[src/lie_regs.vh]
`ifndef LIE_REGS_VH
`define LIE_REGS_VH
`define LIE_AVL_AW 4
`define LIE_OFS_CTRL 4'h0
`define LIE_OFS_CFG 4'h1
`define LIE_OFS_STATUS 4'h2
`define LIE_OFS_RDATA 4'h3
`define LIE_OFS_CURSOR 4'h4
`define LIE_OFS_MEMADR 4'h5
`define LIE_OFS_MEMDAT 4'h6
`define LIE_CYC_CLEAR 8'hA5
`define LIE_CYC_NORMAL 8'h03
`define LIE_SPACE_CODE 8'h20
`define LIE_DRAM_LAST 7'h7F
`define LIE_GRAM_MASK 8'h1F
`define LIE_LINE_LEN_2 7'h28
`define LIE_LINE_LEN_4 7'h14
`define LIE_LINE_STEP_2 7'h40
`define LIE_LINE_STEP_4 7'h20
`define LIE_BLINK_HALF 17'h124F8
`define LIE_RST_SHIFT 7'h00
`endif

[src/lie_ram.v]
`timescale 1ns/1ns
`include "lie_regs.vh"
// ****************************************************************
// Single-port memory with registered read data.
// ****************************************************************
module lie_ram (
  input wire i_clock,
  input wire i_we,
  input wire [7:0] i_addr,
  input wire [7:0] i_wdata,
  output reg [7:0] o_rdata
);
  reg [7:0] mem_q [0:255];

  always @(posedge i_clock) begin
    if (i_we) begin
      mem_q[i_addr] <= i_wdata;
    end
    o_rdata <= mem_q[i_addr];
  end
endmodule

[src/lie_executor.v]
// The Avalon-MM slave port and the register offsets were left to the implementer.
`timescale 1ns/1ns
`include "lie_regs.vh"
// Behaviour
// Busy ignores all except busy read.
// Host polls busy or waits maximum time.
// Clear fills spaces, zeroes pointer, shift, increments.
// Clear keeps busy 165 cycles.
// Blind host waits 2 ms after clear.
// Return home zeroes pointer and shift only.
// Normal instructions take 3 cycles; NO_OPERATION zero.
// Decode from highest set bit; zero NO_OPERATION.
// Data access steps pointer per direction.
// Auto-shift shifts display on display writes.
// Display on flag shows or blanks display.
// Cursor shown at pointer position when enabled.
// Blink alternates with scaled period.
// Cursor wraps to next line; lines shift together.
// Display shift keeps pointer; cursor shift steps.
// Bus width selects byte or nibble transfers.
// Serial function set keeps bus width set.
// Line count and mode select layout.
// Glyph address set loads pointer bits 5..0.
// Display address set loads full pointer.
// Busy read returns busy and pointer.
// Data write stores byte; glyph keeps five.
// Data read gives holding, then steps, reloads.
// Only address sets and reads reload holding.
// Serial control byte carries continuation, select.
// Busy appears on top data line.
module lie_executor (
  input wire i_clock,
  input wire i_rst_n,
  input wire [3:0] i_avs_address,
  input wire i_avs_read,
  input wire i_avs_write,
  input wire [31:0] i_avs_writedata,
  output reg [31:0] o_avs_readdata,
  output wire o_avs_waitrequest,
  output wire o_busy_indicator,
  output wire [6:0] o_address_pointer,
  output wire o_display_on,
  output wire o_cursor_on,
  output wire o_blink_on,
  output wire o_blink_phase,
  output wire [6:0] o_display_shift,
  output wire [1:0] o_mux_layout
);
  // ****************************************************************
  // Architectural state
  // ****************************************************************
  reg busy_q;
  reg [7:0] busy_cnt_q;
  reg [6:0] ptr_q;
  reg sel_glyph_q;
  reg incr_q;
  reg auto_shift_q;
  reg disp_on_q;
  reg cur_on_q;
  reg blink_on_q;
  reg bus_width_q;
  reg line_cnt_q;
  reg line_mode_q;
  reg [6:0] shift_q;
  reg [7:0] hold_q;
  reg reload_q;
  reg reload2_q;
  reg clearing_q;
  reg [6:0] clr_adr_q;
  reg [16:0] blink_cnt_q;
  reg blink_ph_q;
  reg nib_phase_q;
  reg [3:0] nib_hi_q;
  reg rd_nib_q;
  reg cont_q;
  reg ack_q;
  reg [7:0] last_cmd_q;
  reg dropped_q;

  // Bus requests are answered one cycle after they arrive.
  assign o_avs_waitrequest = (i_avs_read | i_avs_write) & ~ack_q;
  wire take = (i_avs_read | i_avs_write) & ack_q;
  wire wr = take & i_avs_write;
  wire rd = take & i_avs_read;

  // Control register: [7:0] byte, [8] select, [9] read, [10] serial;
  // reads return the byte image of the data lines.
  wire ctl_wr = wr & (i_avs_address == `LIE_OFS_CTRL);
  wire ctl_rd = rd & (i_avs_address == `LIE_OFS_CTRL);
  wire c_rs = i_avs_writedata[8];
  wire c_serial = i_avs_writedata[10];

  // Nibble assembly in 4-bit parallel mode, high nibble first.
  wire nib_mode = ~bus_width_q & ~c_serial;
  wire [7:0] in_byte = nib_mode ? {nib_hi_q, i_avs_writedata[7:4]}
                                : i_avs_writedata[7:0];
  wire byte_done = ctl_wr & (~nib_mode | nib_phase_q);

  // ****************************************************************
  // Decoding
  // ****************************************************************
  function [3:0] lie_decode;
    input [7:0] b;
    begin
      if (b[7]) lie_decode = 4'h9;
      else if (b[6]) lie_decode = 4'h8;
      else if (b[5]) lie_decode = 4'h7;
      else if (b[4]) lie_decode = 4'h6;
      else if (b[3]) lie_decode = 4'h5;
      else if (b[2]) lie_decode = 4'h4;
      else if (b[1]) lie_decode = 4'h3;
      else if (b[0]) lie_decode = 4'h2;
      else lie_decode = 4'h1;
    end
  endfunction

  localparam OP_NOP = 4'h1;
  localparam OP_CLR = 4'h2;
  localparam OP_HOME = 4'h3;
  localparam OP_ENTRY = 4'h4;
  localparam OP_DISP = 4'h5;
  localparam OP_SHIFT = 4'h6;
  localparam OP_FUNC = 4'h7;
  localparam OP_GADR = 4'h8;
  localparam OP_DADR = 4'h9;

  wire [3:0] op = lie_decode(in_byte);
  // While busy, only the busy read is serviced; others are dropped.
  wire cmd_go = byte_done & ~c_rs & ~i_avs_writedata[9] & ~busy_q;
  wire dat_go = byte_done & c_rs & ~i_avs_writedata[9] & ~busy_q;
  // Data reads happen after the falling strobe, modelled by the read.
  wire rd_last = ctl_rd & (bus_width_q | rd_nib_q);
  wire drd_go = rd_last & last_cmd_q[0] & ~busy_q;

  // Line length for cursor wrap in multi-line layouts.
  wire [6:0] line_len = line_mode_q ? `LIE_LINE_LEN_4 : `LIE_LINE_LEN_2;

  function [6:0] lie_step;
    input [6:0] a;
    input up;
    begin
      lie_step = up ? a + 7'h01 : a - 7'h01;
    end
  endfunction

  wire [6:0] ptr_step = lie_step(ptr_q, incr_q);
  // Cursor shift right jumps to the next line after the last column when line_cnt_q is set and sel_glyph_q is clear.
  wire [6:0] line_base = line_mode_q ? {ptr_q[6:5], 5'h00}
                                     : {ptr_q[6], 6'h00};
  wire [6:0] line_next = line_mode_q ? line_base + `LIE_LINE_STEP_4
                                     : line_base + `LIE_LINE_STEP_2;
  wire [6:0] cur_right = (~sel_glyph_q & line_cnt_q &
                          (ptr_q - line_base == line_len - 7'h01)) ?
                         line_next : ptr_q + 7'h01;
  wire [6:0] cur_left = ptr_q - 7'h01;

  // Memory port: shared for glyph (upper half) and display RAM.
  wire [7:0] ram_rdata;
  reg ram_we;
  reg [7:0] ram_addr;
  reg [7:0] ram_wdata;
  always @* begin
    ram_we = 1'b0;
    ram_addr = {sel_glyph_q, ptr_q};
    ram_wdata = in_byte;
    if (clearing_q) begin
      ram_we = 1'b1;
      ram_addr = {1'b0, clr_adr_q};
      ram_wdata = `LIE_SPACE_CODE;
    end else if (dat_go) begin
      ram_we = 1'b1;
      ram_wdata = sel_glyph_q ? (in_byte & `LIE_GRAM_MASK) : in_byte;
    end
  end

  lie_ram u_ram (
    .i_clock(i_clock),
    .i_we(ram_we),
    .i_addr(ram_addr),
    .i_wdata(ram_wdata),
    .o_rdata(ram_rdata)
  );

  // ****************************************************************
  // Execution
  // ****************************************************************
  always @(posedge i_clock) begin
    if (!i_rst_n) begin
      busy_q <= 1'b0;
      busy_cnt_q <= 8'h00;
      ptr_q <= 7'h00;
      sel_glyph_q <= 1'b0;
      incr_q <= 1'b1;
      auto_shift_q <= 1'b0;
      disp_on_q <= 1'b0;
      cur_on_q <= 1'b0;
      blink_on_q <= 1'b0;
      bus_width_q <= 1'b1;
      line_cnt_q <= 1'b0;
      line_mode_q <= 1'b0;
      shift_q <= `LIE_RST_SHIFT;
      hold_q <= 8'h00;
      reload_q <= 1'b0;
      reload2_q <= 1'b0;
      clearing_q <= 1'b0;
      clr_adr_q <= 7'h00;
      nib_phase_q <= 1'b0;
      nib_hi_q <= 4'h0;
      rd_nib_q <= 1'b0;
      cont_q <= 1'b0;
      ack_q <= 1'b0;
      last_cmd_q <= 8'h00;
      dropped_q <= 1'b0;
    end else begin
      ack_q <= (i_avs_read | i_avs_write) & ~ack_q;
      reload2_q <= reload_q;
      reload_q <= 1'b0;
      if (reload2_q) begin
        hold_q <= ram_rdata;
      end
      if (ctl_wr) begin
        last_cmd_q <= {7'h00, c_rs & i_avs_writedata[9]};
        if (nib_mode) begin
          nib_phase_q <= ~nib_phase_q;
          nib_hi_q <= i_avs_writedata[7:4];
        end
      end
      if (ctl_rd & ~bus_width_q) begin
        rd_nib_q <= ~rd_nib_q;
      end
      // Serial control byte: continuation then select and direction.
      if (wr & (i_avs_address == `LIE_OFS_CFG)) begin
        cont_q <= i_avs_writedata[7];
        dropped_q <= 1'b0;
      end
      if (byte_done & busy_q) begin
        dropped_q <= 1'b1;
      end
      if (busy_q) begin
        if (busy_cnt_q == 8'h01) begin
          busy_q <= 1'b0;
        end
        busy_cnt_q <= busy_cnt_q - 8'h01;
      end
      if (clearing_q) begin
        clr_adr_q <= clr_adr_q + 7'h01;
        if (clr_adr_q == `LIE_DRAM_LAST) begin
          clearing_q <= 1'b0;
        end
      end
      if (cmd_go & op != OP_NOP) begin
        busy_q <= 1'b1;
        busy_cnt_q <= (op == OP_CLR) ? `LIE_CYC_CLEAR : `LIE_CYC_NORMAL;
      end
      if (dat_go | drd_go) begin
        busy_q <= 1'b1;
        busy_cnt_q <= `LIE_CYC_NORMAL;
        ptr_q <= ptr_step;
        if (drd_go) begin
          reload_q <= 1'b1;
        end
        if (dat_go & auto_shift_q & ~sel_glyph_q) begin
          shift_q <= incr_q ? shift_q - 7'h01 : shift_q + 7'h01;
        end
      end
      if (cmd_go) begin
        case (op)
          OP_CLR: begin
            clearing_q <= 1'b1;
            clr_adr_q <= 7'h00;
            ptr_q <= 7'h00;
            sel_glyph_q <= 1'b0;
            shift_q <= `LIE_RST_SHIFT;
            incr_q <= 1'b1;
          end
          OP_HOME: begin
            ptr_q <= 7'h00;
            sel_glyph_q <= 1'b0;
            shift_q <= `LIE_RST_SHIFT;
          end
          OP_ENTRY: begin
            incr_q <= in_byte[1];
            auto_shift_q <= in_byte[0];
          end
          OP_DISP: begin
            disp_on_q <= in_byte[2];
            cur_on_q <= in_byte[1];
            blink_on_q <= in_byte[0];
          end
          OP_SHIFT: begin
            if (in_byte[3]) begin
              shift_q <= in_byte[2] ? shift_q + 7'h01
                                    : shift_q - 7'h01;
            end else begin
              ptr_q <= in_byte[2] ? cur_right : cur_left;
            end
          end
          OP_FUNC: begin
            bus_width_q <= in_byte[4] | c_serial;
            line_cnt_q <= in_byte[3];
            line_mode_q <= in_byte[2];
            nib_phase_q <= 1'b0;
          end
          OP_GADR: begin
            ptr_q <= {ptr_q[6], in_byte[5:0]};
            sel_glyph_q <= 1'b1;
            reload_q <= 1'b1;
          end
          OP_DADR: begin
            ptr_q <= in_byte[6:0];
            sel_glyph_q <= 1'b0;
            reload_q <= 1'b1;
          end
          default: begin
          end
        endcase
      end
    end
  end

  // ****************************************************************
  // Blink timing: half period of 0.5 s at 150 kHz oscillator.
  // ****************************************************************
  always @(posedge i_clock) begin
    if (!i_rst_n) begin
      blink_cnt_q <= 17'h00000;
      blink_ph_q <= 1'b0;
    end else if (blink_cnt_q == `LIE_BLINK_HALF - 17'h00001) begin
      blink_cnt_q <= 17'h00000;
      blink_ph_q <= ~blink_ph_q;
    end else begin
      blink_cnt_q <= blink_cnt_q + 17'h00001;
    end
  end

  // ****************************************************************
  // Register read side
  // ****************************************************************
  wire [7:0] status_byte = {busy_q, ptr_q};
  wire c_rs_rd = i_avs_writedata[8] | last_cmd_q[0];
  wire [7:0] lane_byte = c_rs_rd ? hold_q : status_byte;
  always @(posedge i_clock) begin
    if (!i_rst_n) begin
      o_avs_readdata <= 32'h00000000;
    end else if (i_avs_read & ~ack_q) begin
      case (i_avs_address)
        `LIE_OFS_CTRL: o_avs_readdata <= {24'h000000,
          (~bus_width_q & rd_nib_q) ? {lane_byte[3:0], 4'h0}
                                    : lane_byte};
        `LIE_OFS_CFG: o_avs_readdata <= {22'h000000, dropped_q, cont_q,
          line_mode_q, line_cnt_q, bus_width_q, auto_shift_q, incr_q,
          blink_on_q, cur_on_q, disp_on_q};
        `LIE_OFS_STATUS: o_avs_readdata <= {23'h000000, sel_glyph_q,
          status_byte};
        `LIE_OFS_RDATA: o_avs_readdata <= {24'h000000, hold_q};
        `LIE_OFS_CURSOR: o_avs_readdata <= {25'h0000000, shift_q};
        default: o_avs_readdata <= 32'h00000000;
      endcase
    end
  end

  // Cursor and blink are suppressed while the glyph RAM is the target.
  assign o_busy_indicator = busy_q;
  assign o_address_pointer = ptr_q;
  assign o_display_on = disp_on_q;
  assign o_cursor_on = cur_on_q & ~sel_glyph_q;
  assign o_blink_on = blink_on_q & ~sel_glyph_q;
  assign o_blink_phase = blink_ph_q;
  assign o_display_shift = shift_q;
  assign o_mux_layout = {line_mode_q, line_cnt_q};
endmodule

[config.mk]
export PLATFORM = sky130hd
export DESIGN_NAME = lie_executor
export DESIGN_NICKNAME = d
export VERILOG_FILES = /design/src/lie_ram.v /design/src/lie_executor.v
export VERILOG_INCLUDE_DIRS = /design/src /design/src/src
export SDC_FILE = /design/constraint.sdc
export NUM_CORES = 2
export LEC_CHECK = 0
export ABC_AREA = 1
export BUFFER_PORTS_ARGS = -buffer_cell sky130_fd_sc_hd__buf_2
export CAP_MARGIN = 10
export CORE_MARGIN = 3
export CORE_UTILIZATION = 52
export DETAILED_ROUTE_END_ITERATION = 8
export GPL_ROUTABILITY_DRIVEN = 0
export HOLD_SLACK_MARGIN = 0.03
export PLACE_DENSITY_LB_ADDON = 0.25
export SETUP_SLACK_MARGIN = 0.15
export SYNTH_ARGS = -nofsm -noshare
export SYNTH_HDL_FRONTEND = slang
export SYNTH_SLANG_ARGS = --single-unit
[constraint.sdc]
create_clock -name i_clock -period 11.81 [get_ports i_clock]
set_input_delay 0.5905 -clock i_clock [delete_from_list [all_inputs] [get_ports i_clock]]
set_output_delay 0.5905 -clock i_clock [all_outputs]
set_load 0.05 [all_outputs]
Word-level counts from Yosys, hierarchy flattened
Memory sizes are Yosys's and may differ from the RTL's. A register that Yosys moved wholly into a read port is not among the register bits. Cells that the tools add are included.

Register bits: 110. Latch bits: 0. RAM bits: 2048. Bits in read-only memories: 0. Output and inout bits: 54. Logic and storage cells: 189. Memories: 1.

Memory list: u_ram.mem_q (words 256, width 8, read ports 1, clocked after Yosys merged registers in 1, write ports 1, RTL line lie_ram.v:13) `reg [7:0] mem_q [0:255];`.

$add $sub $neg: 11. Multipliers: 0. Divide/modulo/power cells: 0. Magnitude comparators: 0. Equality and inequality tests: 18. Shift-type cells: 0. Muxes and demuxes: 64. Bitwise logic cells: 48. Reduce and logical (&&, ||, !) cells: 17.

Operator list (number): 7-bit 2-to-1 mux (16); 8-bit 2-to-1 mux (10); 10-bit case mux with 5 select lines (1); 1-bit bitwise AND (30); 7-bit case mux with 4 select lines (1); 1-bit 2-to-1 mux (22); 7-bit by 1-bit adder with 7-bit output, second input constant (3); 4-bit by 3-bit equality test with 1-bit output, second input constant (5); 17-bit by 1-bit adder with 17-bit output, second input constant (1); 17-bit equality test, second input constant (1); 4-bit by 2-bit equality test with 1-bit output, second input constant (4); 7-bit case mux with 2 select lines (1); 7-bit by 1-bit subtractor with 7-bit output, second input constant (2); 3-bit 2-to-1 mux (4); 6-bit 2-to-1 mux (2); 1-bit NOT (12); 2-bit AND reduction (6); 4-bit equality test, second input constant (2); 8-bit by 1-bit equality test with 1-bit output, second input constant (1); 4-bit 2-to-1 mux (2); 2-bit nonzero test (4); 2-bit OR reduction (4); 8-bit by 1-bit subtractor with 8-bit output, second input constant (1); 7-bit by 6-bit adder with 7-bit output, second input constant (1); other kinds (14) (22).

Longest topological paths before layout
Depth after elaboration: 15. Gate-level depth with buffers: 18.

By module
From an unflattened synthesis, not the netlist that was laid out.

Cells, all modules: 8910. Area total of the unflattened synthesis: 90618.2 um2.

Modules (own cells, without submodules): lie_ram (instances 1, cells each 8021, area an instance 84856.4 um2); lie_executor (instances 1, cells each 889, area an instance 5761.8 um2).

Worst setup path before layout
OpenSTA, ideal clock, no wires.

Kind: flip-flop to flip-flop. Start point: reg busy_q, in the netlist o_busy_indicator. End point: mem u_ram.mem_q[0][6], data pin. Library setup time: 1.390 ns. Data arrival time: 7.523 ns. Data required time: 10.420 ns. Setup slack: 2.897 ns. Cell stages (with the launch flop): 7. Buffers on the path: 0. Cell sequence: dfxtp_1 > clkinv_1 > nand2_1 > nor2_1 > nand3_1 > o21ai_0 > nor2_1.

Cells in the longest elaborated chain, start to end: 4.

Ends and longest elaborated chain: start: declaration (RTL line lie_executor.v:52) `reg busy_q;`; start signal: assignment (RTL line lie_executor.v:189) `busy_q <= 1'b0;`; start signal: assignment (RTL line lie_executor.v:241) `busy_q <= 1'b0;`; start signal: assignment (RTL line lie_executor.v:252) `busy_q <= 1'b1;`; 1-bit NOT (RTL line lie_executor.v:130) `wire dat_go = byte_done & c_rs & ~i_avs_writedata[9] & ~busy_q;`; 1-bit bitwise AND (RTL line lie_executor.v:130); 8-bit 2-to-1 mux (RTL line lie_executor.v:170) `end else if (dat_go) begin`; 8-bit 2-to-1 mux (RTL line lie_executor.v:166) `if (clearing_q) begin`; net ram_wdata[6] (RTL line lie_executor.v:161) `reg [7:0] ram_wdata;`; end: declaration (RTL line lie_ram.v:13).

The timed path passes the listed nets, and every way through them passes these cells.

Final worst setup path
Start point: reg clearing_q. End point: mem u_ram.mem_q[136][0] (enable).

Cells in the longest elaborated chain, start to end: 3. Elaborated cells on any way between the ends: 4.

Ends and longest elaborated chain: start: declaration (RTL line lie_executor.v:68) `reg clearing_q;`; start signal: assignment (RTL line lie_executor.v:205) `clearing_q <= 1'b0;`; start signal: assignment (RTL line lie_executor.v:248) `clearing_q <= 1'b0;`; start signal: assignment (RTL line lie_executor.v:269) `clearing_q <= 1'b1;`; 1-bit 2-to-1 mux (RTL line lie_executor.v:166); 1-bit 2-to-1 mux (RTL line lie_ram.v:16) `if (i_we) begin`; 1-bit 2-to-1 mux (implied by the code) (RTL line lie_ram.v:17) `mem_q[i_addr] <= i_wdata;`.

Parallel ways exist; a longest one is shown, timed or not.

==> flow_metrics.env <==
export IMPL_setup_tns_final_ns=0
export IMPL_ios=94
export IMPL_final_max_slew_viol_count=0
export IMPL_ys_flop_type="edfxtp_1"
export IMPL_multi_input_area_um2=23000
export IMPL_drt_total_wl_mm=252
export IMPL_yosysMostFrequentCell="nand2_1"
export IMPL_synth_seq_cells=2144
export IMPL_first_pass_iters=8
export IMPL_via_count=62111
export IMPL_setup_viol=0
export IMPL_fin_crit_sh=0.494
export IMPL_hold_ws_ns=0.0999
export IMPL_p_sw_frac=0.203
export IMPL_clock_power_share=0.436
export IMPL_grt_pass1_wl_mm=373
export IMPL_drive_above_1_share=0.0617
export IMPL_worst_slew_pin_slew_ns=1.21
export IMPL_drtIter0Drc=7752
export IMPL_finalPower_mw=15.2
export IMPL_die_y_um=420
export IMPL_grt_overflow_total=0
export IMPL_cts_max_level=4
export IMPL_p_switching_mw=3.08
export IMPL_cts_root_buf="clkbuf_16"
export IMPL_clock_latency_ns=0.84
export IMPL_fin_nets=8222
export IMPL_hold_end="nib_hi_q[1]$_SDFFE_PN0P_"
export IMPL_slew_headroom=0.191
export IMPL_start_util=0.525
export IMPL_synth_edf_count=2048
export IMPL_maxCapViolations=0
export IMPL_yosys_area_top_type="edfxtp_1"
export IMPL_numCtsBuffers=208
export IMPL_worstReg2RegEnd="u_ram.mem_q[136][0]$_DFFE_PP_"
export IMPL_cts_reportedPaths_clkPinSlew_ns=0.06
export IMPL_grt_max_degree=202
export IMPL_reg2reg_depth=10
export IMPL_hold_class="input pin to flip-flop"
export IMPL_row_count=151
export IMPL_p_comb_frac=0.015
export IMPL_async_flop_share=0
export IMPL_finalHoldViolCount=0
export IMPL_area_delta_synth_final_pct=9.94
export IMPL_detail_route_antenna_nets=0
export IMPL_power_leakage_nw=36.2
export IMPL_fill_cells=13764
export IMPL_synth_seq_area_share=0.711
export IMPL_io_buffers=50
export IMPL_max_freq_mhz=172
export IMPL_rr_startpoint="clearing_q$_SDFF_PN0_"
export IMPL_fin_worst_skew_ns=0.0551
export IMPL_cts_sinks=2144
export IMPL_post_dp_hpwl_mm=139
export IMPL_min_from="i_avs_writedata[5]"
export IMPL_crit_fanout=77
export IMPL_synth_area_leaders="edfxtp_1, nand2_1, nand3_1, dfxtp_1, nor2_1"
export IMPL_grt_antenna_before_repair=8
export IMPL_netlist_instances=8269
export IMPL_seqCellArea_um2=63400
export IMPL_status="finished, final reports clean"
export IMPL_die_area_um2=176000
export IMPL_synth_top_cells_by_count="nand2_1, edfxtp_1, nand3_1, nor2_1, clkbuf_1"
export IMPL_whs_path_depth=3
export IMPL_synth_area_um2=89100
export IMPL_internal_power_mw=12.1
export IMPL_p_per_area_nw_per_um2=155
export IMPL_yosysWarnings=0
export IMPL_rsz0062_at_grt="no"
export IMPL_ir_drop_mv=0.136
export IMPL_worst_r2r_setup_slack_ns=5.98
export IMPL_crit_required_ns=12.26
export IMPL_vias_per_cell=5.88
export IMPL_cts_tree="built"
export IMPL_grt_use_total=0.284
export IMPL_cp_arrival_ns=6.28
export IMPL_die_w_um=420
export IMPL_period_minus_slack_ns=5.83
export IMPL_end_kind="flip-flop"
export IMPL_routedWlPerCell_um=23.9
export IMPL_post_route_drc_count=0
export IMPL_clockBufferDepth=3
export IMPL_grt_pass1_vias=58917
export IMPL_cts_setup_buffers=0
export IMPL_power_frac_seq=0.548
export IMPL_path_class="flip-flop to flip-flop"
export IMPL_synth_top_area_share=0.690
export IMPL_cp_start_kind="flip-flop"
export IMPL_coreArea_um2=170000
export IMPL_syn_area_per_cell_um2=10.8
export IMPL_synth_cell_types=47
-- layer usage --
layer	up-vias	wire length, um	global-route usage
met5	-	67	0
met3	599	27400	0.0557
met4	10	12000	0.127
met2	3538	115000	0.444
met1	30048	97800	0.388
li1	27916	-	-
-- what timing repair did --
| item | CTS | global route |
|---|---|---|
| hold endpoints to repair | 1 | 0 |
| gates resized for setup | 0 | 0 |
| hold buffers | 1 | 0 |
-- cell usage in the layout (no fill, tap or decap), drive strengths merged, types with 4 or more instances in the layout --
cell | synthesis | layout
inv | 219 | 225
clkinv | 10 | 105
buf | 213 | 144
bufinv | 0 | 22
a31oi | 6 | 6
nor4 | 4 | 4
nor3 | 25 | 25
a22oi | 28 | 28
conb | 1 | 22
nand3 | 869 | 869
o211ai | 11 | 11
nand2 | 3492 | 3492
nand4 | 116 | 116
o21ai | 209 | 209
xor2 | 14 | 14
ha | 9 | 9
edfxtp | 2048 | 2048
nor2 | 468 | 468
xnor2 | 10 | 10
nor3b | 5 | 5
clkinvlp | 0 | 8
a21oi | 134 | 134
and2 | 4 | 4
or2 | 4 | 4
clkbuf | 259 | 256
dfxtp | 96 | 96
-- layout make-up --
class,instances,area share
clock inverter,131,0.0137
clock buffer,256,0.0554
timing repair buffer,145,0.0116
multi-input combinational,5445,0.235
tap,2218,0.0283
inverter,229,0.00890
sequential,2144,0.647
antenna,3,0.0000766
-- state kept, by name (all words and copies together) (netlist names), 7 cells and up --
register           flops
o_display_shift        7
busy_cnt_q             8
u_ram.mem_q         2048
o_address_pointer      7
o_avs_readdata        10
clr_adr_q              7
hold_q                 8
blink_cnt_q           17
u_ram.o_rdata          8
-- power by group through the flow --
stage / combinational [mW] / sequential (mW) / clock [mW]
floorplan: 0.128 / 8.53 / 0
global placement: 0.220 / 8.49 / 0
detailed placement: 0.227 / 8.49 / 0
CTS: 0.228 / 8.33 / 6.67
global route: 0.248 / 8.32 / 6.99
finish: 0.231 / 8.33 / 6.63
-- kinds of logic after synthesis --
kind of cell             share of synthesized area
AND/OR/NAND/NOR                              0.227
flip-flops                                   0.711
buffers and inverters                       0.0331
AO/OA/AOI/OAI                               0.0243
XOR/XNOR                                   0.00236
adder cells (fa/ha/maj)                    0.00126
other                                    0.0000421
-- worst max-delay path, cell delays in order, from the launching register on --
cell and delay (ns):
dfxtp_1 0.31, buf_4 0.33, inv_2 0.20, nand2_8 0.46, nand2_8 0.55, nor2_4 0.99
and2_1 0.25, inv_2 0.06, nor2_2 0.80, inv_2 0.62, nor2_1 0.81
-- worst max-delay path by stage --
stage / start / to / slack [ns] / depth (start not counted)
detailed placement: clearing_q$_SDFF_PN0_ / u_ram.o_rdata[2]$_DFF_P_ / 6.00 / 15
global placement: clearing_q$_SDFF_PN0_ / u_ram.o_rdata[2]$_DFF_P_ / 6.02 / 15
global route: clearing_q$_SDFF_PN0_ / u_ram.o_rdata[4]$_DFF_P_ / 5.68 / 17
floorplan: o_busy_indicator$_SDFF_PN0_ / u_ram.mem_q[0][6]$_DFFE_PP_ / 2.90 / 6
finish: clearing_q$_SDFF_PN0_ / u_ram.mem_q[136][0]$_DFFE_PP_ / 5.98 / 10
CTS: clearing_q$_SDFF_PN0_ / u_ram.o_rdata[2]$_DFF_P_ / 5.98 / 15
-- per-stage QoR --
| step | cell area, um2 | util | instances | setup WS, ns |
|---|---|---|---|---|
| 2_1_floorplan | 89200 | - | 8290 | 2.90 |
| 3_3_place_gp | 91200 | 0.537 | 10180 | 6.02 |
| 3_5_place_dp | 91200 | 0.537 | 10180 | 6.00 |
| 4_1_cts | 98000 | 0.577 | 10568 | 5.98 |
| 5_1_grt | 98000 | 0.577 | 10568 | 5.68 |
| 6_report | 98000 | 0.577 | 10571 | 5.98 |
(Power assumes the default switching activity.)
